**src/drct_pkg.sv**
```systemverilog
// Package for the dual reload/capture timer: register map, fields, timing
package drct_pkg;
  localparam int          DRCT_NUM_TIMERS = 2;
  localparam int          DRCT_CNT_W      = 16;
  // Core clock is the fast internal clock; instruction cycle is a tenth of it
  localparam longint      DRCT_CORE_HZ    = 20_000_000;
  localparam longint      DRCT_IC_HZ      = 2_000_000;
  localparam int          DRCT_IC_DIV     = int'(DRCT_CORE_HZ / DRCT_IC_HZ);
  localparam logic [3:0]  DRCT_IC_LAST    = 4'(DRCT_IC_DIV - 1);
  localparam logic [3:0]  DRCT_IC_ZERO    = 4'h0;
  // Register word indices (byte address = 4 * index)
  localparam logic [3:0]  DRCT_IDX_CTRL   = 4'h0;
  localparam logic [3:0]  DRCT_IDX_COUNT  = 4'h1;
  localparam logic [3:0]  DRCT_IDX_RCA    = 4'h2;
  localparam logic [3:0]  DRCT_IDX_RCB    = 4'h3;
  localparam logic [3:0]  DRCT_IDX_STRIDE = 4'h4;
  localparam logic [3:0]  DRCT_IDX_SPEED  = 4'h8;
  // Field positions inside the control and speed words, reset values and constants
  localparam int          DRCT_CTRL_W     = 8;
  localparam int          DRCT_PWM_LVL_B  = 8;
  localparam int          DRCT_FAST_B     = 0;
  localparam logic [7:0]  DRCT_CTRL_RST   = 8'h00;
  localparam logic [7:0]  DRCT_SPEED_RST  = 8'h00;
  localparam logic [15:0] DRCT_CNT_RST    = 16'h0000;
  localparam logic [15:0] DRCT_CNT_ZERO   = 16'h0000;
  localparam logic [15:0] DRCT_CNT_ONE    = 16'h0001;
  localparam logic [31:0] DRCT_RD_ZERO    = 32'h0000_0000;
  // Mode field codes (bit2, bit1)
  localparam logic [1:0]  DRCT_MODE_PWM   = 2'b10;
  localparam logic [1:0]  DRCT_MODE_EVT   = 2'b00;

  // Control bits of one timer, packed as they sit in the control word
  typedef struct packed {
    logic       irq_enable_a;
    logic       pending_flag_a;
    logic       irq_enable_b;
    logic       pending_flag_b;
    logic [2:0] mode_select;
    logic       run_or_underflow_flag;
  } drct_ctrl_t;

  // Pin group of one timer
  typedef struct packed {
    logic level;
    logic enable;
  } drct_pin_out_t;
endpackage

```
**src/drct_top.sv**
```systemverilog
// Dual reload/capture timer with APB register access
`timescale 1ns/100ps
// Register map, one aligned 32-bit word per register, data in the low bits:
//   timer t base is 0x10 * t
//   base + 0x0  control word
//   base + 0x4  down counter
//   base + 0x8  reload/capture register A
//   base + 0xC  reload/capture register B
//   0x20        speed control, bit 0 selects the fast clock for the second timer
// Any other address answers with an error and reads zero; writes decode bits 5:2 only, so an alias of a register writes it.
//
// Control word layout:
//   bit 0    run bit; underflow pending flag in capture mode
//   bits 3:1 mode select, bit 3 holds mode bit 2
//   bit 4    pending flag B
//   bit 5    interrupt enable B
//   bit 6    pending flag A
//   bit 7    interrupt enable A
//   bit 8    pin A output level, writable and toggled by hardware
//
// Bus timing:
//   Zero wait states; ready follows select and enable directly.
//   Read data and the error bit are latched in the setup cycle.
//   Writes take effect at the edge that closes the access phase.
//
// Timing hazards a user must know:
//   Pin edges pass two synchroniser stages and are then sampled at the
//   counting rate, so an edge is seen three to about twelve cycles late.
//   A software write to the counter beats a step in the same cycle.
//   A capture beats a software write to the same reload register.
//   Pending flags are cleared by writing zero; a hardware set in the same
//   cycle wins so no event is lost.
//
module drct_top (
  input  wire logic                                     core_clk_i,
  input  wire logic                                     rst_n_i,
  input  wire logic                                     psel_i,
  input  wire logic                                     penable_i,
  input  wire logic                                     pwrite_i,
  input  wire logic [7:0]                               paddr_i,
  input  wire logic [31:0]                              pwdata_i,
  output logic      [31:0]                              prdata_o,
  output logic                                          pready_o,
  output logic                                          pslverr_o,
  input  wire logic [drct_pkg::DRCT_NUM_TIMERS-1:0]     timer_pin_a_i,
  output drct_pkg::drct_pin_out_t [drct_pkg::DRCT_NUM_TIMERS-1:0] timer_pin_a_o,
  input  wire logic [drct_pkg::DRCT_NUM_TIMERS-1:0]     timer_pin_b_i,
  output logic      [drct_pkg::DRCT_NUM_TIMERS-1:0]     irq_a_o,
  output logic      [drct_pkg::DRCT_NUM_TIMERS-1:0]     irq_b_o
);
  import drct_pkg::*;

  logic [3:0]  ic_cnt_reg;
  logic        ic_tick;
  logic [7:0]  speed_reg;
  logic [3:0]  word_idx;
  logic        wr_acc;
  logic        setup;
  logic [31:0] rd_next;
  logic        err_next;
  logic [31:0] rd_reg;
  logic        err_reg;

  logic [DRCT_CNT_W-1:0] count_reg  [DRCT_NUM_TIMERS];
  logic [DRCT_CNT_W-1:0] rca_reg    [DRCT_NUM_TIMERS];
  logic [DRCT_CNT_W-1:0] rcb_reg    [DRCT_NUM_TIMERS];
  drct_ctrl_t            ctrl_reg   [DRCT_NUM_TIMERS];
  logic                  pwm_lvl_reg[DRCT_NUM_TIMERS];

  assign word_idx = paddr_i[5:2];
  assign setup    = psel_i & ~penable_i;
  assign wr_acc   = psel_i & penable_i & pwrite_i;

  // Instruction-cycle tick, one core cycle in ten
  always_ff @(posedge core_clk_i or negedge rst_n_i) begin
    if (!rst_n_i) begin
      ic_cnt_reg <= DRCT_IC_ZERO;
    end else if (ic_cnt_reg == DRCT_IC_LAST) begin
      ic_cnt_reg <= DRCT_IC_ZERO;
    end else begin
      ic_cnt_reg <= ic_cnt_reg + 4'h1;
    end
  end
  assign ic_tick = (ic_cnt_reg == DRCT_IC_LAST);

  // Speed control register, only bit 0 is storage
  always_ff @(posedge core_clk_i or negedge rst_n_i) begin
    if (!rst_n_i) begin
      speed_reg <= DRCT_SPEED_RST;
    end else if (wr_acc && word_idx == DRCT_IDX_SPEED) begin
      speed_reg <= {7'h00, pwdata_i[DRCT_FAST_B]};
    end
  end

  for (genvar t = 0; t < DRCT_NUM_TIMERS; t++) begin : g_tmr
    logic       rate_tick;
    logic       a_s1_reg, a_s2_reg, a_prev_reg;
    logic       b_s1_reg, b_s2_reg, b_prev_reg;
    logic       a_rise, a_fall, b_rise, b_fall;
    logic       is_pwm, is_evt, is_cap;
    logic       a_evt, b_evt, step, uflow;
    logic       reload_b_reg;
    logic       wr_ctrl, wr_cnt, wr_rca, wr_rcb;
    logic       set_pa, set_pb, set_uf;
    logic [3:0] base;

    assign base    = 4'(t) * DRCT_IDX_STRIDE;
    assign wr_ctrl = wr_acc && word_idx == base + DRCT_IDX_CTRL;
    assign wr_cnt  = wr_acc && word_idx == base + DRCT_IDX_COUNT;
    assign wr_rca  = wr_acc && word_idx == base + DRCT_IDX_RCA;
    assign wr_rcb  = wr_acc && word_idx == base + DRCT_IDX_RCB;

    // Counting rate: only the second timer may run on the core clock
    assign rate_tick = (t == 1 && speed_reg[DRCT_FAST_B]) ? 1'b1 : ic_tick;

    // Pin synchronisers, edges sampled at the counting rate
    always_ff @(posedge core_clk_i or negedge rst_n_i) begin
      if (!rst_n_i) begin
        a_s1_reg   <= 1'b0;
        a_s2_reg   <= 1'b0;
        a_prev_reg <= 1'b0;
        b_s1_reg   <= 1'b0;
        b_s2_reg   <= 1'b0;
        b_prev_reg <= 1'b0;
      end else begin
        a_s1_reg <= timer_pin_a_i[t];
        a_s2_reg <= a_s1_reg;
        b_s1_reg <= timer_pin_b_i[t];
        b_s2_reg <= b_s1_reg;
        if (rate_tick) begin
          a_prev_reg <= a_s2_reg;
          b_prev_reg <= b_s2_reg;
        end
      end
    end
    assign a_rise = rate_tick & a_s2_reg & ~a_prev_reg;
    assign a_fall = rate_tick & ~a_s2_reg & a_prev_reg;
    assign b_rise = rate_tick & b_s2_reg & ~b_prev_reg;
    assign b_fall = rate_tick & ~b_s2_reg & b_prev_reg;

    // Mode decode from the three-bit field
    assign is_pwm = ctrl_reg[t].mode_select[2:1] == DRCT_MODE_PWM;
    assign is_evt = ctrl_reg[t].mode_select[2:1] == DRCT_MODE_EVT;
    assign is_cap = ctrl_reg[t].mode_select[1];
    assign a_evt  = ctrl_reg[t].mode_select[0] ? a_fall : a_rise;
    assign b_evt  = (is_cap && ctrl_reg[t].mode_select[2]) ? b_fall : b_rise;

    // Counter steps: rate in PWM, pin A edges in event mode, rate regardless of bit 0 in capture
    always_comb begin
      if (is_cap) begin
        step = rate_tick;
      end else if (is_evt) begin
        step = ctrl_reg[t].run_or_underflow_flag & a_evt;
      end else begin
        step = ctrl_reg[t].run_or_underflow_flag & rate_tick;
      end
    end
    assign uflow = step && count_reg[t] == DRCT_CNT_ZERO;

    // Flag set conditions per mode
    assign set_pa = is_pwm ? (uflow & ~reload_b_reg) : (is_evt ? uflow : a_evt);
    assign set_pb = is_pwm ? (uflow & reload_b_reg) : b_evt;
    assign set_uf = is_cap & uflow;

    // Down counter with alternating reload
    always_ff @(posedge core_clk_i or negedge rst_n_i) begin
      if (!rst_n_i) begin
        count_reg[t] <= DRCT_CNT_RST;
      end else if (wr_cnt) begin
        count_reg[t] <= pwdata_i[DRCT_CNT_W-1:0];
      end else if (step) begin
        if (uflow && is_pwm) begin
          count_reg[t] <= reload_b_reg ? rcb_reg[t] : rca_reg[t];
        end else if (uflow && is_evt) begin
          count_reg[t] <= rca_reg[t];
        end else begin
          count_reg[t] <= count_reg[t] - DRCT_CNT_ONE;
        end
      end
    end

    // Reload selector: first reload from A, then B, A, ...
    always_ff @(posedge core_clk_i or negedge rst_n_i) begin
      if (!rst_n_i) begin
        reload_b_reg <= 1'b0;
      end else if (wr_ctrl && !ctrl_reg[t].run_or_underflow_flag) begin
        reload_b_reg <= 1'b0;
      end else if (uflow && is_pwm) begin
        reload_b_reg <= ~reload_b_reg;
      end
    end

    // Reload/capture registers; capture wins over a software write
    always_ff @(posedge core_clk_i or negedge rst_n_i) begin
      if (!rst_n_i) begin
        rca_reg[t] <= DRCT_CNT_RST;
        rcb_reg[t] <= DRCT_CNT_RST;
      end else begin
        if (is_cap && a_evt) begin
          rca_reg[t] <= count_reg[t];
        end else if (wr_rca) begin
          rca_reg[t] <= pwdata_i[DRCT_CNT_W-1:0];
        end
        if (is_cap && b_evt) begin
          rcb_reg[t] <= count_reg[t];
        end else if (wr_rcb) begin
          rcb_reg[t] <= pwdata_i[DRCT_CNT_W-1:0];
        end
      end
    end

    // Control bits; hardware set beats a software clear in the same cycle
    always_ff @(posedge core_clk_i or negedge rst_n_i) begin
      if (!rst_n_i) begin
        ctrl_reg[t] <= drct_ctrl_t'(DRCT_CTRL_RST);
      end else begin
        if (wr_ctrl) begin
          ctrl_reg[t].irq_enable_a <= pwdata_i[7];
          ctrl_reg[t].irq_enable_b <= pwdata_i[5];
          ctrl_reg[t].mode_select  <= pwdata_i[3:1];
        end
        ctrl_reg[t].pending_flag_a <= set_pa | (wr_ctrl ? pwdata_i[6]
                                               : ctrl_reg[t].pending_flag_a);
        ctrl_reg[t].pending_flag_b <= set_pb | (wr_ctrl ? pwdata_i[4]
                                               : ctrl_reg[t].pending_flag_b);
        ctrl_reg[t].run_or_underflow_flag <= set_uf | (wr_ctrl ? pwdata_i[0]
                                               : ctrl_reg[t].run_or_underflow_flag);
      end
    end

    // Pin A output level, toggled by underflows in PWM toggle mode
    always_ff @(posedge core_clk_i or negedge rst_n_i) begin
      if (!rst_n_i) begin
        pwm_lvl_reg[t] <= 1'b0;
      end else if (uflow && is_pwm && ctrl_reg[t].mode_select[0]) begin
        pwm_lvl_reg[t] <= ~pwm_lvl_reg[t];
      end else if (wr_ctrl) begin
        pwm_lvl_reg[t] <= pwdata_i[DRCT_PWM_LVL_B];
      end
    end

    // Pin A drives only in PWM mode; pin B has no output
    assign timer_pin_a_o[t].level  = pwm_lvl_reg[t];
    assign timer_pin_a_o[t].enable = is_pwm;

    // Interrupt requests gated by enables
    assign irq_a_o[t] = ctrl_reg[t].irq_enable_a &
                        (ctrl_reg[t].pending_flag_a |
                         (is_cap & ctrl_reg[t].run_or_underflow_flag));
    assign irq_b_o[t] = ctrl_reg[t].irq_enable_b & ctrl_reg[t].pending_flag_b;
  end

  // Read mux; reads have no side effect on the counter
  always_comb begin
    rd_next  = DRCT_RD_ZERO;
    err_next = 1'b1;
    if (word_idx == DRCT_IDX_SPEED && paddr_i[7:6] == 2'b00) begin
      rd_next  = {24'h00_0000, speed_reg};
      err_next = 1'b0;
    end
    for (int k = 0; k < DRCT_NUM_TIMERS; k++) begin
      if (paddr_i[7:5] == 3'b000 && word_idx == 4'(k) * DRCT_IDX_STRIDE + DRCT_IDX_CTRL) begin
        rd_next  = {23'h00_0000, pwm_lvl_reg[k], ctrl_reg[k]};
        err_next = 1'b0;
      end
      if (paddr_i[7:5] == 3'b000 && word_idx == 4'(k) * DRCT_IDX_STRIDE + DRCT_IDX_COUNT) begin
        rd_next  = {16'h0000, count_reg[k]};
        err_next = 1'b0;
      end
      if (paddr_i[7:5] == 3'b000 && word_idx == 4'(k) * DRCT_IDX_STRIDE + DRCT_IDX_RCA) begin
        rd_next  = {16'h0000, rca_reg[k]};
        err_next = 1'b0;
      end
      if (paddr_i[7:5] == 3'b000 && word_idx == 4'(k) * DRCT_IDX_STRIDE + DRCT_IDX_RCB) begin
        rd_next  = {16'h0000, rcb_reg[k]};
        err_next = 1'b0;
      end
    end
  end

  // Read data and error captured in the setup cycle
  always_ff @(posedge core_clk_i or negedge rst_n_i) begin
    if (!rst_n_i) begin
      rd_reg  <= DRCT_RD_ZERO;
      err_reg <= 1'b0;
    end else if (setup) begin
      rd_reg  <= pwrite_i ? DRCT_RD_ZERO : rd_next;
      err_reg <= err_next;
    end
  end

  assign prdata_o  = rd_reg;
  assign pready_o  = psel_i & penable_i;
  assign pslverr_o = psel_i & penable_i & err_reg;
endmodule

```
**config.mk**
```make
export PLATFORM = sky130hd
export DESIGN_NAME = drct_top
export DESIGN_NICKNAME = d
export VERILOG_FILES = /design/src/drct_pkg.sv /design/src/drct_top.sv
export SDC_FILE = /design/constraint.sdc
export NUM_CORES = 1
export LEC_CHECK = 0
export BUFFER_PORTS_ARGS = -buffer_cell sky130_fd_sc_hd__buf_2
export CELL_PAD_IN_SITES_DETAIL_PLACEMENT = 2
export CELL_PAD_IN_SITES_GLOBAL_PLACEMENT = 2
export CORE_MARGIN = 3
export CORE_UTILIZATION = 42
export CTS_BUF_LIST = sky130_fd_sc_hd__clkbuf_8
export CTS_CLUSTER_SIZE = 12
export DETAILED_ROUTE_END_ITERATION = 7
export PLACE_DENSITY_LB_ADDON = 0.1
export SYNTH_ARGS = -nofsm -noshare
export SYNTH_HDL_FRONTEND = slang
export SYNTH_SLANG_ARGS = --single-unit
```
**constraint.sdc**
```tcl
create_clock -name core_clk_i -period 7.6 [get_ports core_clk_i]
set_clock_uncertainty 0.1 [all_clocks]
set_input_delay 1.52 -clock core_clk_i [delete_from_list [all_inputs] [get_ports core_clk_i]]
set_output_delay 1.52 -clock core_clk_i [all_outputs]
set_load 0.1 [all_outputs]
```
==> results by group <==
Status
  – Status: finished with violations
  – Failing checks: DRC

Cells and area
  – Antenna cell count: 0
  – Most frequent cells in the layout: dfrtp_1 (150), a21oi_1 (115), nor2_1 (102)
  – Multi-input gate area: between 5000 and 6000 sq um
  – Final core utilization: 46.90%
  – Register area: 3754 sq um
  – Commonest non-fill, non-tap cell in the layout: dfrtp_1
  – Final net count: between 1000 and 1500
  – Share of layout cells above drive strength 1: between 10 and 15%
  – Area Overhead vs Synth: 7.527%
  – Filler cell count: 2339

Timing
  – Final setup viols: 0
  – Worst Max-Slew Pin Slew: 1278 ps
  – Final-report hold violation count: 0
  – Slew HR: 14.83%
  – Fin Setup TNS: 0 ps
  – Minimum clock period after layout: between 3000 and 4000 ps
  – RSZ-0062 raised after global routing: no
  – Fmax: about 260 MHz
  – Final Max Tran Viols: 0
  – Tcrit/Tclk final: 50.68%

Worst setup path
  – Reg-to-reg critical path endpoint: count_reg[10]$_DFFE_PN0P_
  – Type of the worst setup path: in2out
  – CP max-delay cell: buf_2
  – Worst reg2reg path depth: 5
  – Most used cell, CP: buf_2
  – Critical Path Source Type: primary input
  – RR Startpoint: count_reg[5]$_DFFE_PN0P_
  – CP required: 5980 ps
  – Reg2Reg Setup Slack: 4050 ps
  – CP arrival: 2230 ps
  – Max stage delay on crit path: 430 ps
  – CP Capture Type: primary output
  – Crit Path Max Fanout: 4
  – Setup crit start: psel_i
  – Worst path cell trace: buf_2 > and2_1 > buf_2

Drt
  – Wire per inst: 27.82 um
  – Pre-Repair DR Iteration Count: 8
  – Vias per inst: 6.513
  – Via Count: 8474
  – Final ANT Viol Nets: 0
  – Initial DRC count: 662
  – WL final: roughly 36000 um
  – DRC: 1

Global route
  – Vias in the first global route: approximately 9200
  – Largest net degree at the start of global routing: 83
  – Remaining Overflow, GRT: 0
  – Initial antenna violation count: 0
  – First-pass GRT wire length: 56510 um
  – Tot GR Track Use: 30.62%

Clocking
  – CTS Hold Bufs: 0
  – # clock sinks: 150
  – CTS buffer count: 17
  – # H-tree levels: 4
  – Clk root buf: clkbuf_8
  – Clk_lat worst skew: 480 ps
  – Setup bufs post-CTS: 0
  – Clk slew on worst S/H paths: around 100 ps
  – CTS tree: yes
  – Clock Path Buffers: 2
  – Gates resized, CTS repair: 0

Yosys
  – Commonest register cell after synthesis: dfrtp_1
  – Mapped Area: between 9000 and 10000 sq um
  – Post-synth cell types: 75
  – Asr flop ratio synth: 100.0%
  – YS warnings: 0
  – Syn Inst Count: 1011
  – Syn_area_per_cell: 9.240 sq um
  – Post-synth EDFFs: 0
  – #FFs+latches synth: 150
  – Seq/Total Area, Yosys: 40.18%

Power and ir drop
  – Worst VDD drop: around 0.15 mV
  – Cell leakage power: roughly 0.0046 uW
  – Pwr dens: 291.5 nW/um^2

Placement
  – DPL Wire Length: 25170 um
  – GPL Wtd Cong: about 0.85
  – PortBufs: 56

Min path
  – Hold Startpoint: g_tmr[1].b_s1_reg$_DFF_PN0_
  – Hold Crit Depth: 0
  – Worst Hold End: g_tmr[1].b_s2_reg$_DFF_PN0_
  – Worst min path class: reg2reg

Floorplanning
  – Initial core utilization: 43.61%
  – Die area: about 24000 sq um
  – Die Span Y: approximately 160 um
  – Row count: 53
  – Die width: 155.1 um
  – Count of boundary I/O pins: 91
  – CORE AREA: 21420 sq um

Run
  – Max-cap viol count: 0
==> worst max-delay path: cells and delay by family <==
| family | cells | cell delay (ps) |
|---|---|---|
| buf+inv | 2 | 540 |
| simple gates | 1 | 160 |
==> stage by stage <==
step / power (uW) / hold WS (ps) / instance area (sq um) / setup slack, ps / cells
final: 2928 / 260.2 / 10040 / 3748 / 1301
after global routing: 3107 / 264.5 / 10040 / 3631 / 1301
after CTS: 2937 / 263.8 / 10040 / 3739 / 1301
after detailed placement: 2320 / 239.6 / 9681 / 3356 / 1269
after global placement: 2261 / 235.2 / 9681 / 3390 / 1269
after floorplan: 2000 / 231.2 / 9398 / 3686 / 1026
==> area by class of cell <==
class                      instances  share of cell area (%)
timing repair buffer              72                   4.048
multi-input combinational        754                   50.86
sequential                       150                   37.37
tap                              275                   3.426
clock inverter                    14                   1.158
inverter                          18                  0.6726
clock buffer                      18                   2.466
==> Yosys cell counts (all sizes together), types with 20 or more instances <==
library cell / instances / area (sq um)
a21o: 22 / 165.2
a21oi: 115 / 575.6
a22oi: 26 / 195.2
buf: 37 / 236.5
clkbuf: 67 / 251.5
dfrtp: 150 / 3754
mux2: 23 / 259.0
mux2i: 101 / 1011
nand2: 45 / 168.9
nor2: 102 / 382.9
nor3: 31 / 170.2
nor3b: 20 / 155.1
o21ai: 25 / 125.1
o221ai: 22 / 192.7
==> worst max-delay path by stage <==
stage | end | slack [ps] | depth (start not counted)
5_1_grt | prdata_o[4]$_DFFE_PN0P_ | 3630 | 6
2_1_floorplan | pslverr_o | 3690 | 1
6_report | pready_o | 3750 | 3
4_1_cts | pready_o | 3740 | 3
3_3_place_gp | prdata_o[4]$_DFFE_PN0P_ | 3390 | 6
3_5_place_dp | prdata_o[4]$_DFFE_PN0P_ | 3360 | 6
==> logic make-up (layout without fill, tap and decap cells) <==
group	count (synthesis)	after routing	share of synthesized area (%)
xor gates and xnor gates	23	23	2.157
other	1	16	0.04014
DFF	150	150	40.18
muxes	124	124	13.59
AOI/OAI and AO/OA	296	296	21.00
and+or+nand+nor	291	291	16.54
buffers and inverters	122	122	5.947
adders and majority gates	4	4	0.5358
==> power by group <==
part / internal (uW) / switching, uW
logic: 383 / 568
registers: 1010 / 369
clock network: 242 / 361
total: 1630 / 1300
==> routing by layer <==
layer  share of wire (%)  track usage, %
met1                  45           41.75
met3                 4.2           4.367
met2                  47           49.68
met4                 3.6           11.44
met5                   0               0
Note: power is estimated with default switching activity, not from simulation.
